===== config.mk =====
export PLATFORM = sky130hd
export DESIGN_NAME = llh_holdover_ctrl
export DESIGN_NICKNAME = d
export VERILOG_FILES = /design/src/core/llh_pkg.sv /design/src/core/llh_window_timer.sv /design/src/core/llh_holdover_ctrl.sv
export SDC_FILE = /design/constraint.sdc
export NUM_CORES = 1
export LEC_CHECK = 0
export BUFFER_PORTS_ARGS = -buffer_cell sky130_fd_sc_hd__buf_2
export CORE_UTILIZATION = 43
export DETAILED_ROUTE_END_ITERATION = 7
export PLACE_DENSITY_LB_ADDON = 0.25
export SYNTH_ARGS = -nofsm -noshare
export SYNTH_HDL_FRONTEND = slang
export SYNTH_SLANG_ARGS = --single-unit

===== constraint.sdc =====
create_clock -name I_REF_CLK -period 6 [get_ports I_REF_CLK]
set_input_delay 1.2 -clock I_REF_CLK [delete_from_list [all_inputs] [get_ports I_REF_CLK]]
set_output_delay 1.2 -clock I_REF_CLK [all_outputs]
set_load 0.05 [all_outputs]

===== src/core/llh_pkg.sv =====
/*
  Package for the link-loss holdover controller: timing counts, register map,
  PLL write addresses, state enumeration and state carriers.
  Assumes a single 25 MHz reference clock drives every user of these constants.
*/
package llh_pkg;

	// ----------------------------------------------------------------
	// Timing
	// ----------------------------------------------------------------
	localparam int CLK_MHZ    = 25;
	localparam int RXOFF_US   = 100;
	localparam int RXON_MS    = 4;
	localparam int VERIFY_US  = 200;
	localparam int MON_US     = 10;
	localparam int RXOFF_CYC  = RXOFF_US * CLK_MHZ;
	localparam int RXON_CYC   = RXON_MS * 1000 * CLK_MHZ;
	localparam int VERIFY_CYC = VERIFY_US * CLK_MHZ;
	localparam int MON_CYC    = MON_US * CLK_MHZ;
	localparam int CNT_W      = 17;
	localparam int WATCH_W    = 3;
	localparam logic [7:0] MON_LAST = 8'(MON_CYC - 1);

	// ----------------------------------------------------------------
	// APB register map
	// ----------------------------------------------------------------
	localparam logic [7:0] CTRL_OFS   = 8'h00;
	localparam logic [7:0] STATUS_OFS = 8'h04;
	localparam logic [7:0] MON_LO_OFS = 8'h08;
	localparam logic [7:0] MON_HI_OFS = 8'h0c;
	localparam int CTRL_EN_BIT  = 0;
	localparam int CTRL_AVG_BIT = 1;
	localparam logic        CTRL_EN_RST  = 1'b1;
	localparam logic        CTRL_AVG_RST = 1'b0;
	localparam logic [15:0] MON_LO_RST   = 16'h00f0;
	localparam logic [15:0] MON_HI_RST   = 16'h0110;

	// ----------------------------------------------------------------
	// PLL side register writes
	// ----------------------------------------------------------------
	localparam logic [15:0] HOLD_CTRL_ADDR = 16'h0020;
	localparam logic [15:0] DES_PR_ADDR    = 16'h0040;
	localparam int HOLD_BIT   = 0;
	localparam int PRESET_BIT = 1;
	localparam int RXPD_BIT   = 0;

	// ----------------------------------------------------------------
	// Types
	// ----------------------------------------------------------------
	typedef enum logic [3:0] {
		S_IDLE, S_HOLD_WR, S_RXOFF_WR, S_RXOFF_WAIT, S_RXON_WR,
		S_RXON_WAIT, S_LOCK_SAMPLE, S_LOCK_VERIFY, S_LEAVE_WR
	} llh_state_t;

	typedef struct packed {
		logic        req;
		logic [15:0] addr;
		logic [31:0] data;
	} llh_pllwr_t;

	typedef struct packed {
		llh_state_t       state;
		logic             pready;
		logic             pslverr;
		logic [31:0]      prdata;
		logic             ctrl_en;
		logic             ctrl_avg;
		logic [15:0]      mon_lo;
		logic [15:0]      mon_hi;
		logic [7:0]       mon_cyc;
		logic [15:0]      mon_ticks;
		logic             link_down;
		logic             pll_hold;
		logic             rx_off;
		logic             avg_run;
		llh_pllwr_t       wr;
		logic             tmr_start;
		logic [CNT_W-1:0] tmr_limit;
	} llh_core_t;

	typedef struct packed {
		logic             run;
		logic             ok;
		logic             done;
		logic [CNT_W-1:0] cnt;
	} llh_tmr_t;

endpackage


===== src/core/llh_window_timer.sv =====
/*
  Stability window timer: counts a loaded number of cycles and reports whether
  every watched signal stayed high for the whole window.
  Assumes start is a one-cycle pulse from logic on the same clock.
*/
`timescale 1ns/1ps
module llh_window_timer import llh_pkg::*; (
	input  wire logic               i_clk,
	input  wire logic               i_srst,
	input  wire logic               i_start,
	input  wire logic [CNT_W-1:0]   i_limit,
	input  wire logic [WATCH_W-1:0] i_watch,
	output logic                    o_done,
	output logic                    o_stable
);
	llh_tmr_t st;
	llh_tmr_t next_st;

	// ----------------------------------------------------------------
	// Window counter
	// ----------------------------------------------------------------
	always_comb begin
		next_st      = st;
		next_st.done = 1'b0;
		if (i_start) begin
			next_st.run = 1'b1;
			next_st.ok  = &i_watch;
			next_st.cnt = i_limit - 1'b1;
		end else if (st.run) begin
			if (!(&i_watch)) begin
				next_st.ok = 1'b0;
			end
			if (st.cnt == '0) begin
				next_st.run  = 1'b0;
				next_st.done = 1'b1;
			end else begin
				next_st.cnt = st.cnt - 1'b1;
			end
		end
	end

	always_ff @(posedge i_clk) begin
		if (i_srst) begin
			st <= '0;
		end else begin
			st <= next_st;
		end
	end

	assign o_done   = st.done;
	assign o_stable = st.ok;
endmodule


===== src/core/llh_holdover_ctrl.sv =====
/*
  Link-loss holdover controller: enters PLL holdover on a lost source link,
  cycles the receiver power until the link comes back, confirms PLL frequency
  lock and leaves holdover; includes the recovered-clock frequency monitor and
  an APB register slave.
  Assumes all inputs are synchronous to I_REF_CLK and the PLL write port
  acknowledges each request with a one-cycle I_PLL_WR_ACK.
*/
// Contract
// - Frequency monitor raises link status when recovered clock leaves its limits.
// - No-source-link sets hold and preset select, then go to receiver-off.
// - Power receiver down and up repeatedly until the link is confirmed.
// - Keep receiver off 100 us, then go to receiver-on.
// - In receiver-on, watch ready, lane lock and link status for 4 ms.
// - All stable at window end goes to lock-sample, else back to receiver-off.
// - After link is confirmed, read frequency lock then check it stays stable.
// - Lock stable 200 us goes to leave-hold, else back to lock-sample.
// - Leave-hold clears hold and preset select to release the PLL.
// - Hold and preset select change through writes to the hold-control register.
// - Receiver power changes through writes to the deserializer power-reset register.
// - Preset averaging stops whenever the link breaks.
// - Controller and register-write path share one clock.
`timescale 1ns/1ps
module llh_holdover_ctrl import llh_pkg::*; #(
	parameter int RXON_CYCLES   = RXON_CYC,
	parameter int VERIFY_CYCLES = VERIFY_CYC
) (
	input  wire logic        I_REF_CLK,
	input  wire logic        I_SRST,
	input  wire logic        I_PSEL,
	input  wire logic        I_PENABLE,
	input  wire logic        I_PWRITE,
	input  wire logic [7:0]  I_PADDR,
	input  wire logic [31:0] I_PWDATA,
	output logic      [31:0] O_PRDATA,
	output logic             O_PREADY,
	output logic             O_PSLVERR,
	input  wire logic        I_NO_SOURCE_LINK,
	input  wire logic        I_RCLK_TICK,
	input  wire logic        I_RX_READY,
	input  wire logic        I_LANE_LOCK,
	input  wire logic        I_PLL_FLOCK,
	input  wire logic        I_PLL_WR_ACK,
	output logic             O_PLL_WR_REQ,
	output logic      [15:0] O_PLL_WR_ADDR,
	output logic      [31:0] O_PLL_WR_DATA,
	output logic             O_PLL_HOLD,
	output logic             O_RX_OFF,
	output logic             O_LINK_DOWN,
	output logic             O_AVG_RUN
);
	llh_core_t          st;
	llh_core_t          next_st;
	logic               tmr_done;
	logic               tmr_stable;
	logic [WATCH_W-1:0] watch;
	logic               wr_ack;
	logic               apb_setup;
	logic               apb_take;

	// ----------------------------------------------------------------
	// Stability window
	// ----------------------------------------------------------------
	always_comb begin
		if (st.state == S_LOCK_VERIFY) begin
			watch = {I_PLL_FLOCK, 2'b11};
		end else begin
			watch = {I_RX_READY, I_LANE_LOCK, ~st.link_down};
		end
	end

	llh_window_timer i_llh_window_timer (
		.i_clk    (I_REF_CLK),
		.i_srst   (I_SRST),
		.i_start  (st.tmr_start),
		.i_limit  (st.tmr_limit),
		.i_watch  (watch),
		.o_done   (tmr_done),
		.o_stable (tmr_stable)
	);

	assign wr_ack    = st.wr.req & I_PLL_WR_ACK;
	assign apb_setup = I_PSEL & I_PENABLE & ~st.pready;
	assign apb_take  = I_PSEL & I_PENABLE & st.pready;

	// ----------------------------------------------------------------
	// Next state
	// ----------------------------------------------------------------
	always_comb begin
		next_st           = st;
		next_st.tmr_start = 1'b0;

		// APB slave: one wait state, data and error registered.
		next_st.pready = apb_setup;
		if (apb_setup) begin
			next_st.pslverr = 1'b0;
			case (I_PADDR)
				CTRL_OFS: begin
					next_st.prdata = {30'h0000_0000, st.ctrl_avg, st.ctrl_en};
				end
				STATUS_OFS: begin
					next_st.prdata = {23'h00_0000, I_PLL_FLOCK, st.avg_run, st.link_down,
						st.rx_off, st.pll_hold, st.state};
				end
				MON_LO_OFS: begin
					next_st.prdata = {16'h0000, st.mon_lo};
				end
				MON_HI_OFS: begin
					next_st.prdata = {16'h0000, st.mon_hi};
				end
				default: begin
					next_st.prdata  = 32'h0000_0000;
					next_st.pslverr = 1'b1;
				end
			endcase
		end
		if (apb_take && I_PWRITE) begin
			case (I_PADDR)
				CTRL_OFS: begin
					next_st.ctrl_en  = I_PWDATA[CTRL_EN_BIT];
					next_st.ctrl_avg = I_PWDATA[CTRL_AVG_BIT];
				end
				MON_LO_OFS: begin
					next_st.mon_lo = I_PWDATA[15:0];
				end
				MON_HI_OFS: begin
					next_st.mon_hi = I_PWDATA[15:0];
				end
				default: begin
					next_st.mon_lo = st.mon_lo;
				end
			endcase
		end

		// Frequency monitor: recovered-clock ticks per fixed interval.
		if (st.mon_cyc == MON_LAST) begin
			next_st.mon_cyc   = 8'h00;
			next_st.mon_ticks = 16'h0000;
			next_st.link_down = (st.mon_ticks < st.mon_lo) | (st.mon_ticks > st.mon_hi);
		end else begin
			next_st.mon_cyc   = st.mon_cyc + 8'h01;
			next_st.mon_ticks = st.mon_ticks + {15'h0000, I_RCLK_TICK};
		end

		// Averaging runs only while the link is whole.
		next_st.avg_run = st.ctrl_avg & ~st.pll_hold & ~st.link_down & ~I_NO_SOURCE_LINK;

		if (wr_ack) begin
			next_st.wr.req = 1'b0;
		end

		case (st.state)
			S_IDLE: begin
				if (st.ctrl_en && I_NO_SOURCE_LINK) begin
					next_st.wr    = '{1'b1, HOLD_CTRL_ADDR, 32'h0000_0003};
					next_st.state = S_HOLD_WR;
				end
			end
			S_HOLD_WR: begin
				if (wr_ack) begin
					next_st.pll_hold = 1'b1;
					next_st.wr       = '{1'b1, DES_PR_ADDR, 32'h0000_0001};
					next_st.state    = S_RXOFF_WR;
				end
			end
			S_RXOFF_WR: begin
				if (wr_ack) begin
					next_st.rx_off    = 1'b1;
					next_st.tmr_start = 1'b1;
					next_st.tmr_limit = CNT_W'(RXOFF_CYC);
					next_st.state     = S_RXOFF_WAIT;
				end
			end
			S_RXOFF_WAIT: begin
				if (tmr_done) begin
					next_st.wr    = '{1'b1, DES_PR_ADDR, 32'h0000_0000};
					next_st.state = S_RXON_WR;
				end
			end
			S_RXON_WR: begin
				if (wr_ack) begin
					next_st.rx_off    = 1'b0;
					next_st.tmr_start = 1'b1;
					next_st.tmr_limit = CNT_W'(RXON_CYCLES);
					next_st.state     = S_RXON_WAIT;
				end
			end
			S_RXON_WAIT: begin
				if (tmr_done && tmr_stable) begin
					next_st.state = S_LOCK_SAMPLE;
				end else if (tmr_done) begin
					next_st.wr    = '{1'b1, DES_PR_ADDR, 32'h0000_0001};
					next_st.state = S_RXOFF_WR;
				end
			end
			S_LOCK_SAMPLE: begin
				if (I_PLL_FLOCK) begin
					next_st.tmr_start = 1'b1;
					next_st.tmr_limit = CNT_W'(VERIFY_CYCLES);
					next_st.state     = S_LOCK_VERIFY;
				end
			end
			S_LOCK_VERIFY: begin
				if (tmr_done && tmr_stable) begin
					next_st.wr    = '{1'b1, HOLD_CTRL_ADDR, 32'h0000_0000};
					next_st.state = S_LEAVE_WR;
				end else if (tmr_done) begin
					next_st.state = S_LOCK_SAMPLE;
				end
			end
			S_LEAVE_WR: begin
				if (wr_ack) begin
					next_st.pll_hold = 1'b0;
					next_st.state    = S_IDLE;
				end
			end
			default: begin
				next_st.state = S_IDLE;
			end
		endcase
	end

	// ----------------------------------------------------------------
	// State register
	// ----------------------------------------------------------------
	always_ff @(posedge I_REF_CLK) begin
		if (I_SRST) begin
			st          <= '0;
			st.ctrl_en  <= CTRL_EN_RST;
			st.ctrl_avg <= CTRL_AVG_RST;
			st.mon_lo   <= MON_LO_RST;
			st.mon_hi   <= MON_HI_RST;
		end else begin
			st <= next_st;
		end
	end

	assign O_PRDATA      = st.prdata;
	assign O_PREADY      = st.pready;
	assign O_PSLVERR     = st.pslverr;
	assign O_PLL_WR_REQ  = st.wr.req;
	assign O_PLL_WR_ADDR = st.wr.addr;
	assign O_PLL_WR_DATA = st.wr.data;
	assign O_PLL_HOLD    = st.pll_hold;
	assign O_RX_OFF      = st.rx_off;
	assign O_LINK_DOWN   = st.link_down;
	assign O_AVG_RUN     = st.avg_run;
endmodule


==> impl_metrics.csv, run 1 <==
group,metric,value,unit
hold_path,worstHoldEndpoint,"O_PLL_WR_ADDR[5]$_SDFFE_PP0P_",
final_layout,syn_to_final_growth,9.31,%
synthesis,synth-async-reset-ratio,0,
pwr,leakage,3.10,nW
setup_path,required,6.27,ns
final_layout,fill_cells,1514,
pwr,p_per_area,278,nW/um2
cts,cts_hold_buffers,0,
timing,worst_slew_pin_slew,1.07,ns
run,maxCapViolations,0,
timing,period_needed,3.04,ns
cts,ctsRootBufferMaster,"clkbuf_16",
route,wire_per_inst,14.1,um
final_layout,drive_above_1_share,0.116,
route,drtAntennaViolNets,0,
final_layout,multi_input_area,3750,um2
synthesis,synth_edf_count,0,
setup_path,rr_endpoint,"i_llh_window_timer.st[16]$_SDFFE_PP0P_",
setup_path,cp.arrival,3.31,ns
route,routed_wl,15300,um
timing,fmax,0.329,GHz
placed_design,placed_area,6870,um2
hold_path,min_path_type,"reg -> reg",
die,die_area,16400,um2
global_routing,antenna_found_initial,1,
setup_path,slowest_stage,"and3_1",
synthesis,syn_area,6830,um2
global_routing,grt_max_degree,77,
die,die_h,128,um
timing,slew_headroom,0.287,
route,route.detailed.drc,0,
synthesis,ys_ff_latch,116,
setup_path,cpPeakStageDelay,0.94,ns
setup_path,reg2reg_slack,3.46,ns
synthesis,syn_area_per_cell,8.07,um2
cts,cts.sinks,116,
die,pin_count,138,
cts,path_clk_slew,0.05,ns
global_routing,grt_pass1_vias,5088,
cts,htreeDepth,4,
cts,worstSkewPairLatency,0.42,ns
timing,fin_setup_tns,0,ns
setup_path,reg2reg_from,"i_llh_window_timer.st[0]$_SDFFE_PP0P_",
placed_design,gp_congestion,0.845,
synthesis,syn_inst,846,
final_layout,finish.net_count,959,
route,first_pass_iters,5,
cts,cts_setup_buffers,0,
outcome,status,"completed",
placed_design,hpwlAfterDp,10800,um
cts,cts_tree,"done",
setup_path,ff2ff_path_depth,6,
die,start_util,0.444,
route,drt-initial-drc-count,459,
placed_design,portBuffers,61,
setup_path,cp-end-kind,"flop",
final_layout,seq_area,2320,um2
die,rows,45,
global_routing,overflow,0,
global_routing,grt_pass1_wl,25600,um
timing,clock_skew,0.00696,ns
cts,cts_buffer_depth,2,
setup_path,cp_common_cell,"and3_1",
route,avgViaCountPerCell,5.18,
synthesis,yosysWarnings,0,
final_layout,layout.cell_area.non_filler,7460,um2
synthesis,synth-seq-area-share,0.340,
global_routing,grt_usage,0.198,
route,vias,5638,
timing,setup_viol,0,
die,die_w,128,um
hold_path,min_from,"O_PLL_WR_ADDR[5]$_SDFFE_PP0P_",
cts,post_cts_resized,0,
timing,report.final.slew_viol_count,0,
pwr,ir_drop,0.212,mV
cts,cts_buffers,17,
timing,rsz0062_at_grt,"no",
setup_path,crit_chain,"buf_2 -> nor4_1 -> and3_1 -> and3_1 -> mux2i_1 -> nor2_1",
timing,finalCritPeriodShare,0.507,
timing,hold_viol,0,
synthesis,yosysUniqueCellTypes,65,
setup_path,crit_fanout,18,
hold_path,min_path_cells,2,
synthesis,synthFlopType,"dfxtp_1",
die,core_area,15400,um2
setup_path,setup.worst_path.start_class,"input port",
setup_path,crit_type,"in -> reg",
[layout by cell type, fill, tap and decap left out, drive strengths merged, types with 9 or more instances in the layout]
| master | netlist | final |
|---|---|---|
| buf | 87 | 62 |
| ha | 39 | 39 |
| nand3 | 23 | 23 |
| inv | 60 | 60 |
| nor3 | 21 | 21 |
| clkbuf | 30 | 21 |
| nand4 | 12 | 12 |
| nor2 | 95 | 95 |
| a31oi | 10 | 10 |
| or3 | 12 | 12 |
| dfxtp | 116 | 116 |
| o211ai | 15 | 15 |
| conb | 1 | 60 |
| xnor2 | 15 | 15 |
| mux2i | 30 | 30 |
| xor2 | 13 | 13 |
| o21ai | 26 | 26 |
| nand2b | 9 | 9 |
| a22oi | 21 | 21 |
| nand2 | 80 | 80 |
| a21oi | 50 | 50 |
[Yosys cell counts, drive strengths merged, types with 21 or more instances]
| master | n | area (um2) |
|---|---|---|
| a21oi | 50 | 254 |
| inv | 60 | 225 |
| nand3 | 23 | 115 |
| o21ai | 26 | 141 |
| nand2 | 80 | 300 |
| clkbuf | 30 | 114 |
| nor3 | 21 | 105 |
| buf | 87 | 642 |
| nor2 | 95 | 357 |
| mux2i | 30 | 300 |
| dfxtp | 116 | 2320 |
| a22oi | 21 | 158 |
| ha | 39 | 488 |
[sequential cells by signal, summed over array words and instances, names as in the netlist]
register and count:
O_AVG_RUN 1, O_LINK_DOWN 1, O_PLL_HOLD 1, O_PLL_WR_ADDR 2, O_PLL_WR_DATA 2, O_PLL_WR_REQ 1, O_PRDATA 16, O_PREADY 1
O_PSLVERR 1, O_RX_OFF 1, i_llh_window_timer.o_done 1, i_llh_window_timer.o_stable 1, i_llh_window_timer.st 18, st 69
[cell families (layout without fill, tap and decap cells)]
family	Yosys count	in the layout	synth area share
buffers and inverters	177	149	0.144
AO/OA/AOI/OAI	163	163	0.159
XOR/XNOR	28	28	0.0359
multiplexers	32	32	0.0506
flip-flops	116	116	0.340
AND/OR/NAND/NOR	290	290	0.199
adder cells (fa/ha/maj)	39	39	0.0715
other	1	61	0.000549
[worst max-delay path, delay by kind of cell]
| family | cells | cell delay, ns |
|---|---|---|
| mux | 1 | 0.28 |
| simple gates | 4 | 1.73 |
| buf+inv | 1 | 0.09 |
[through the flow]
stage               utilization  hold WS (ns)  std cells  setup slack [ns]  total power [mW]
global route              0.485         0.489       1088              2.71              2.15
CTS                       0.485         0.462       1088              2.94              2.09
finish                    0.486         0.459       1089              2.96              2.07
floorplan                     -         0.429        905              3.05              1.04
detailed placement        0.447         0.455       1061              2.51              1.05
global placement          0.447         0.439       1061              2.51              1.05
[report_power, final]
part | total (mW) | internal [mW] | leakage [nW] | switching [mW]
Clock | 1.04 | 0.702 | 0.291 | 0.334
Sequential | 0.804 | 0.785 | 0.937 | 0.0188
Combinational | 0.233 | 0.0533 | 1.87 | 0.180
[routing by layer]
layer	track usage	up-vias	share of wire
li1	-	2837	-
met1	0.276	2611	0.51
met2	0.299	170	0.43
met3	0.0405	20	0.048
met4	0.0768	0	0.017
met5	0	-	0
[layout make-up]
type	instances	share of cell area
multi-input cells	612	0.502
flip-flops and latches	116	0.311
clock buffers	21	0.0617
repair buffers	62	0.0419
well taps	211	0.0354
inverters	60	0.0302
clock inverters	6	0.0174
diodes	1	0.000335
[how the worst max path moves through the flow]
| stage | start | depth (start not counted) | to |
|---|---|---|---|
| final | I_PADDR[1] | 6 | st[98]$_SDFFE_PP0P_ |
| after global routing | I_PADDR[1] | 6 | st[108]$_SDFFE_PP0P_ |
| after CTS | I_PADDR[1] | 6 | st[98]$_SDFFE_PP0P_ |
| after detailed placement | I_PADDR[1] | 6 | st[98]$_SDFFE_PP0P_ |
| after global placement | I_PADDR[1] | 6 | st[102]$_SDFFE_PP0P_ |
| after floorplan | I_PADDR[1] | 8 | st[104]$_SDFFE_PP0P_ |
Note: power is estimated with default switching activity, not from simulation.
==> run 2: changes to the inputs <==
- ABC_AREA: default -> 1
- clock period: 6 -> 2.71 ns (I/O delays scaled with it)
==> impl_metrics.csv, run 2 <==
group,metric,value,unit
die,die_area,16400,um2
die,start_util,0.446,
global_routing,overflow,0,
placed_design,hpwlAfterDp,11500,um
global_routing,grt_pass1_vias,5444,
timing,worst_slew_pin_slew,0.501,ns
cts,htreeDepth,4,
synthesis,syn_area,6850,um2
setup_path,setup.worst_path.start_class,"flop",
cts,cts.sinks,116,
route,routed_wl,15600,um
route,vias,6044,
final_layout,largest-register,"st",
pwr,p_per_area,678,nW/um2
synthesis,synth-async-reset-ratio,0,
run,maxCapViolations,0,
cts,post_cts_resized,0,
timing,period_needed,1.84,ns
cts,worstSkewPairLatency,0.42,ns
pwr,p_total,5.20,mW
synthesis,netlist_top_cells_count,"183 x nand2_1, 116 x dfxtp_1, 112 x inv_1",
setup_path,cp-end-kind,"flop",
cts,ctsRootBufferMaster,"clkbuf_16",
synthesis,ys_top_cells_by_area,"dfxtp_1 34%, nand2_1 10%, buf_4 8.8%",
final_layout,mostFrequentLayoutCell,"nand2_1",
final_layout,syn_to_final_growth,12.0,%
route,wire_per_inst,12.5,um
global_routing,grt_max_degree,41,
synthesis,yosysUniqueCellTypes,43,
route,drt-initial-drc-count,446,
cts,cts_hold_buffers,0,
synthesis,ys_ff_latch,116,
synthesis,syn_inst,981,
final_layout,post-route-util,0.499,
synthesis,synthFlopType,"dfxtp_1",
final_layout,n_antenna_cell,0,
synthesis,synth-seq-area-share,0.339,
timing,hold_viol,0,
die,core_area,15400,um2
cts,cts_buffers,17,
route,route.detailed.drc,0,
global_routing,grt_usage,0.202,
final_layout,largest_reg_flops,69,
timing,rsz0062_at_grt,"no",
global_routing,grt_pass1_wl,26100,um
timing,setup_viol,0,
final_layout,drive_above_1_share,0.126,
final_layout,finish.net_count,1116,
timing,report.final.slew_viol_count,0,
setup_path,crit_type,"reg -> reg",
route,drtAntennaViolNets,0,
die,rows,45,
route,avgViaCountPerCell,4.84,
setup_path,crit_fanout,5,
timing,clock_skew,0.00783,ns
pwr,ir_drop,0.450,mV
placed_design,gp_congestion,0.862,
cts,cts_buffer_depth,2,
die,die_w,128,um
synthesis,syn_area_per_cell,6.99,um2
synthesis,yosysMostFrequentCell,"nand2_1",
timing,fin_setup_tns,0,ns
synthesis,yosysTopAreaCell,"dfxtp_1",
synthesis,synth_edf_count,0,
placed_design,portBuffers,61,
hold_path,min_path_type,"in -> reg",
outcome,status,"completed",
cts,cts_tree,"done",
synthesis,yosys.area.top_type_share,0.339,
cts,cts_setup_buffers,0,
die,pin_count,138,
route,first_pass_iters,7,
cts,path_clk_slew,0.05,ns
setup_path,cp.arrival,2.15,ns
pwr,leakage,3.55,nW
global_routing,antenna_found_initial,0,
setup_path,required,3.02,ns
die,die_h,128,um
synthesis,yosysWarnings,0,
timing,finalCritPeriodShare,0.681,
timing,fmax,0.542,GHz
timing,slew_headroom,0.665,
final_layout,mostFrequentLayoutCells,"183 x nand2_1, 116 x dfxtp_1, 112 x inv_1",
setup_path,reg2reg_slack,0.87,ns
==> run 2: changes by cell type after synthesis, moves of 23 or more <==
cell	before	now
a21oi_1	49	90
inv_1	60	112
mux2i_1	30	0
nand2_1	80	183
nand3_1	23	46
o21ai_0	24	72
==> run 2: worst max-delay path, stage by stage (launching register included) <==
cell	delay (ns)
dfxtp_1	0.31
inv_1	0.13
ha_1	0.21
inv_1	0.06
nor2_1	0.17
nand2_1	0.12
nor2_1	0.27
a21oi_1	0.10
o21ai_0	0.08
nand2_1	0.10
nor2_1	0.12
nor2_1	0.05
==> run 2: cell type report <==
type | count | area, um2
inverter | 121 | 457
tap | 211 | 264
timing repair buffer | 69 | 378
clock inverter | 8 | 170
fill | 1516 | 7700
multi-input combinational | 701 | 3590
sequential | 116 | 2320
clock buffer | 24 | 492
==> run 2: final timing paths <==
path / startpoint / to / depth (start not counted)
max: st[11]$_SDFFE_PP0P_ / i_llh_window_timer.st[12]$_SDFFE_PP0P_ / 11
max reg2reg: st[11]$_SDFFE_PP0P_ / i_llh_window_timer.st[12]$_SDFFE_PP0P_ / 11
min reg2reg: O_PRDATA[5]$_SDFFE_PP0P_ / O_PRDATA[5]$_SDFFE_PP0P_ / 2
min: I_NO_SOURCE_LINK / O_AVG_RUN$_SDFF_PP0_ / 2
==> run 2: cell families after synthesis <==
family,count (synthesis),share of synthesized area
fa+ha+maj,39,0.0712
xor+xnor,10,0.0128
buf+inv,223,0.169
simple gates,388,0.243
other cells,1,0.000547
compound gates,204,0.164
flops,116,0.339
==> run 2: per-stage QoR <==
stage / setup slack [ns] / area, um2 / hold slack [ns] / cells
6_report: 0.865 / 7670 / 0.319 / 1250
5_1_grt: 0.636 / 7670 / 0.311 / 1250
4_1_cts: 0.847 / 7670 / 0.302 / 1250
3_5_place_dp: 0.576 / 7010 / 0.454 / 1218
3_3_place_gp: 0.604 / 7010 / 0.450 / 1218
2_1_floorplan: 0.861 / 7080 / 0.434 / 1040
==> run 2: power by group <==
part	switching [mW]	internal (mW)
registers	0.0517	1.77
clock network	0.770	1.73
logic	0.671	0.214
total	1.49	3.71
==> run 2: metal layers <==
metal	track usage	up-vias	part of all wire
met5	0	-	0
met3	0.0455	27	0.059
li1	-	3156	-
met1	0.270	2678	0.49
met2	0.312	183	0.43
met4	0.0858	0	0.022
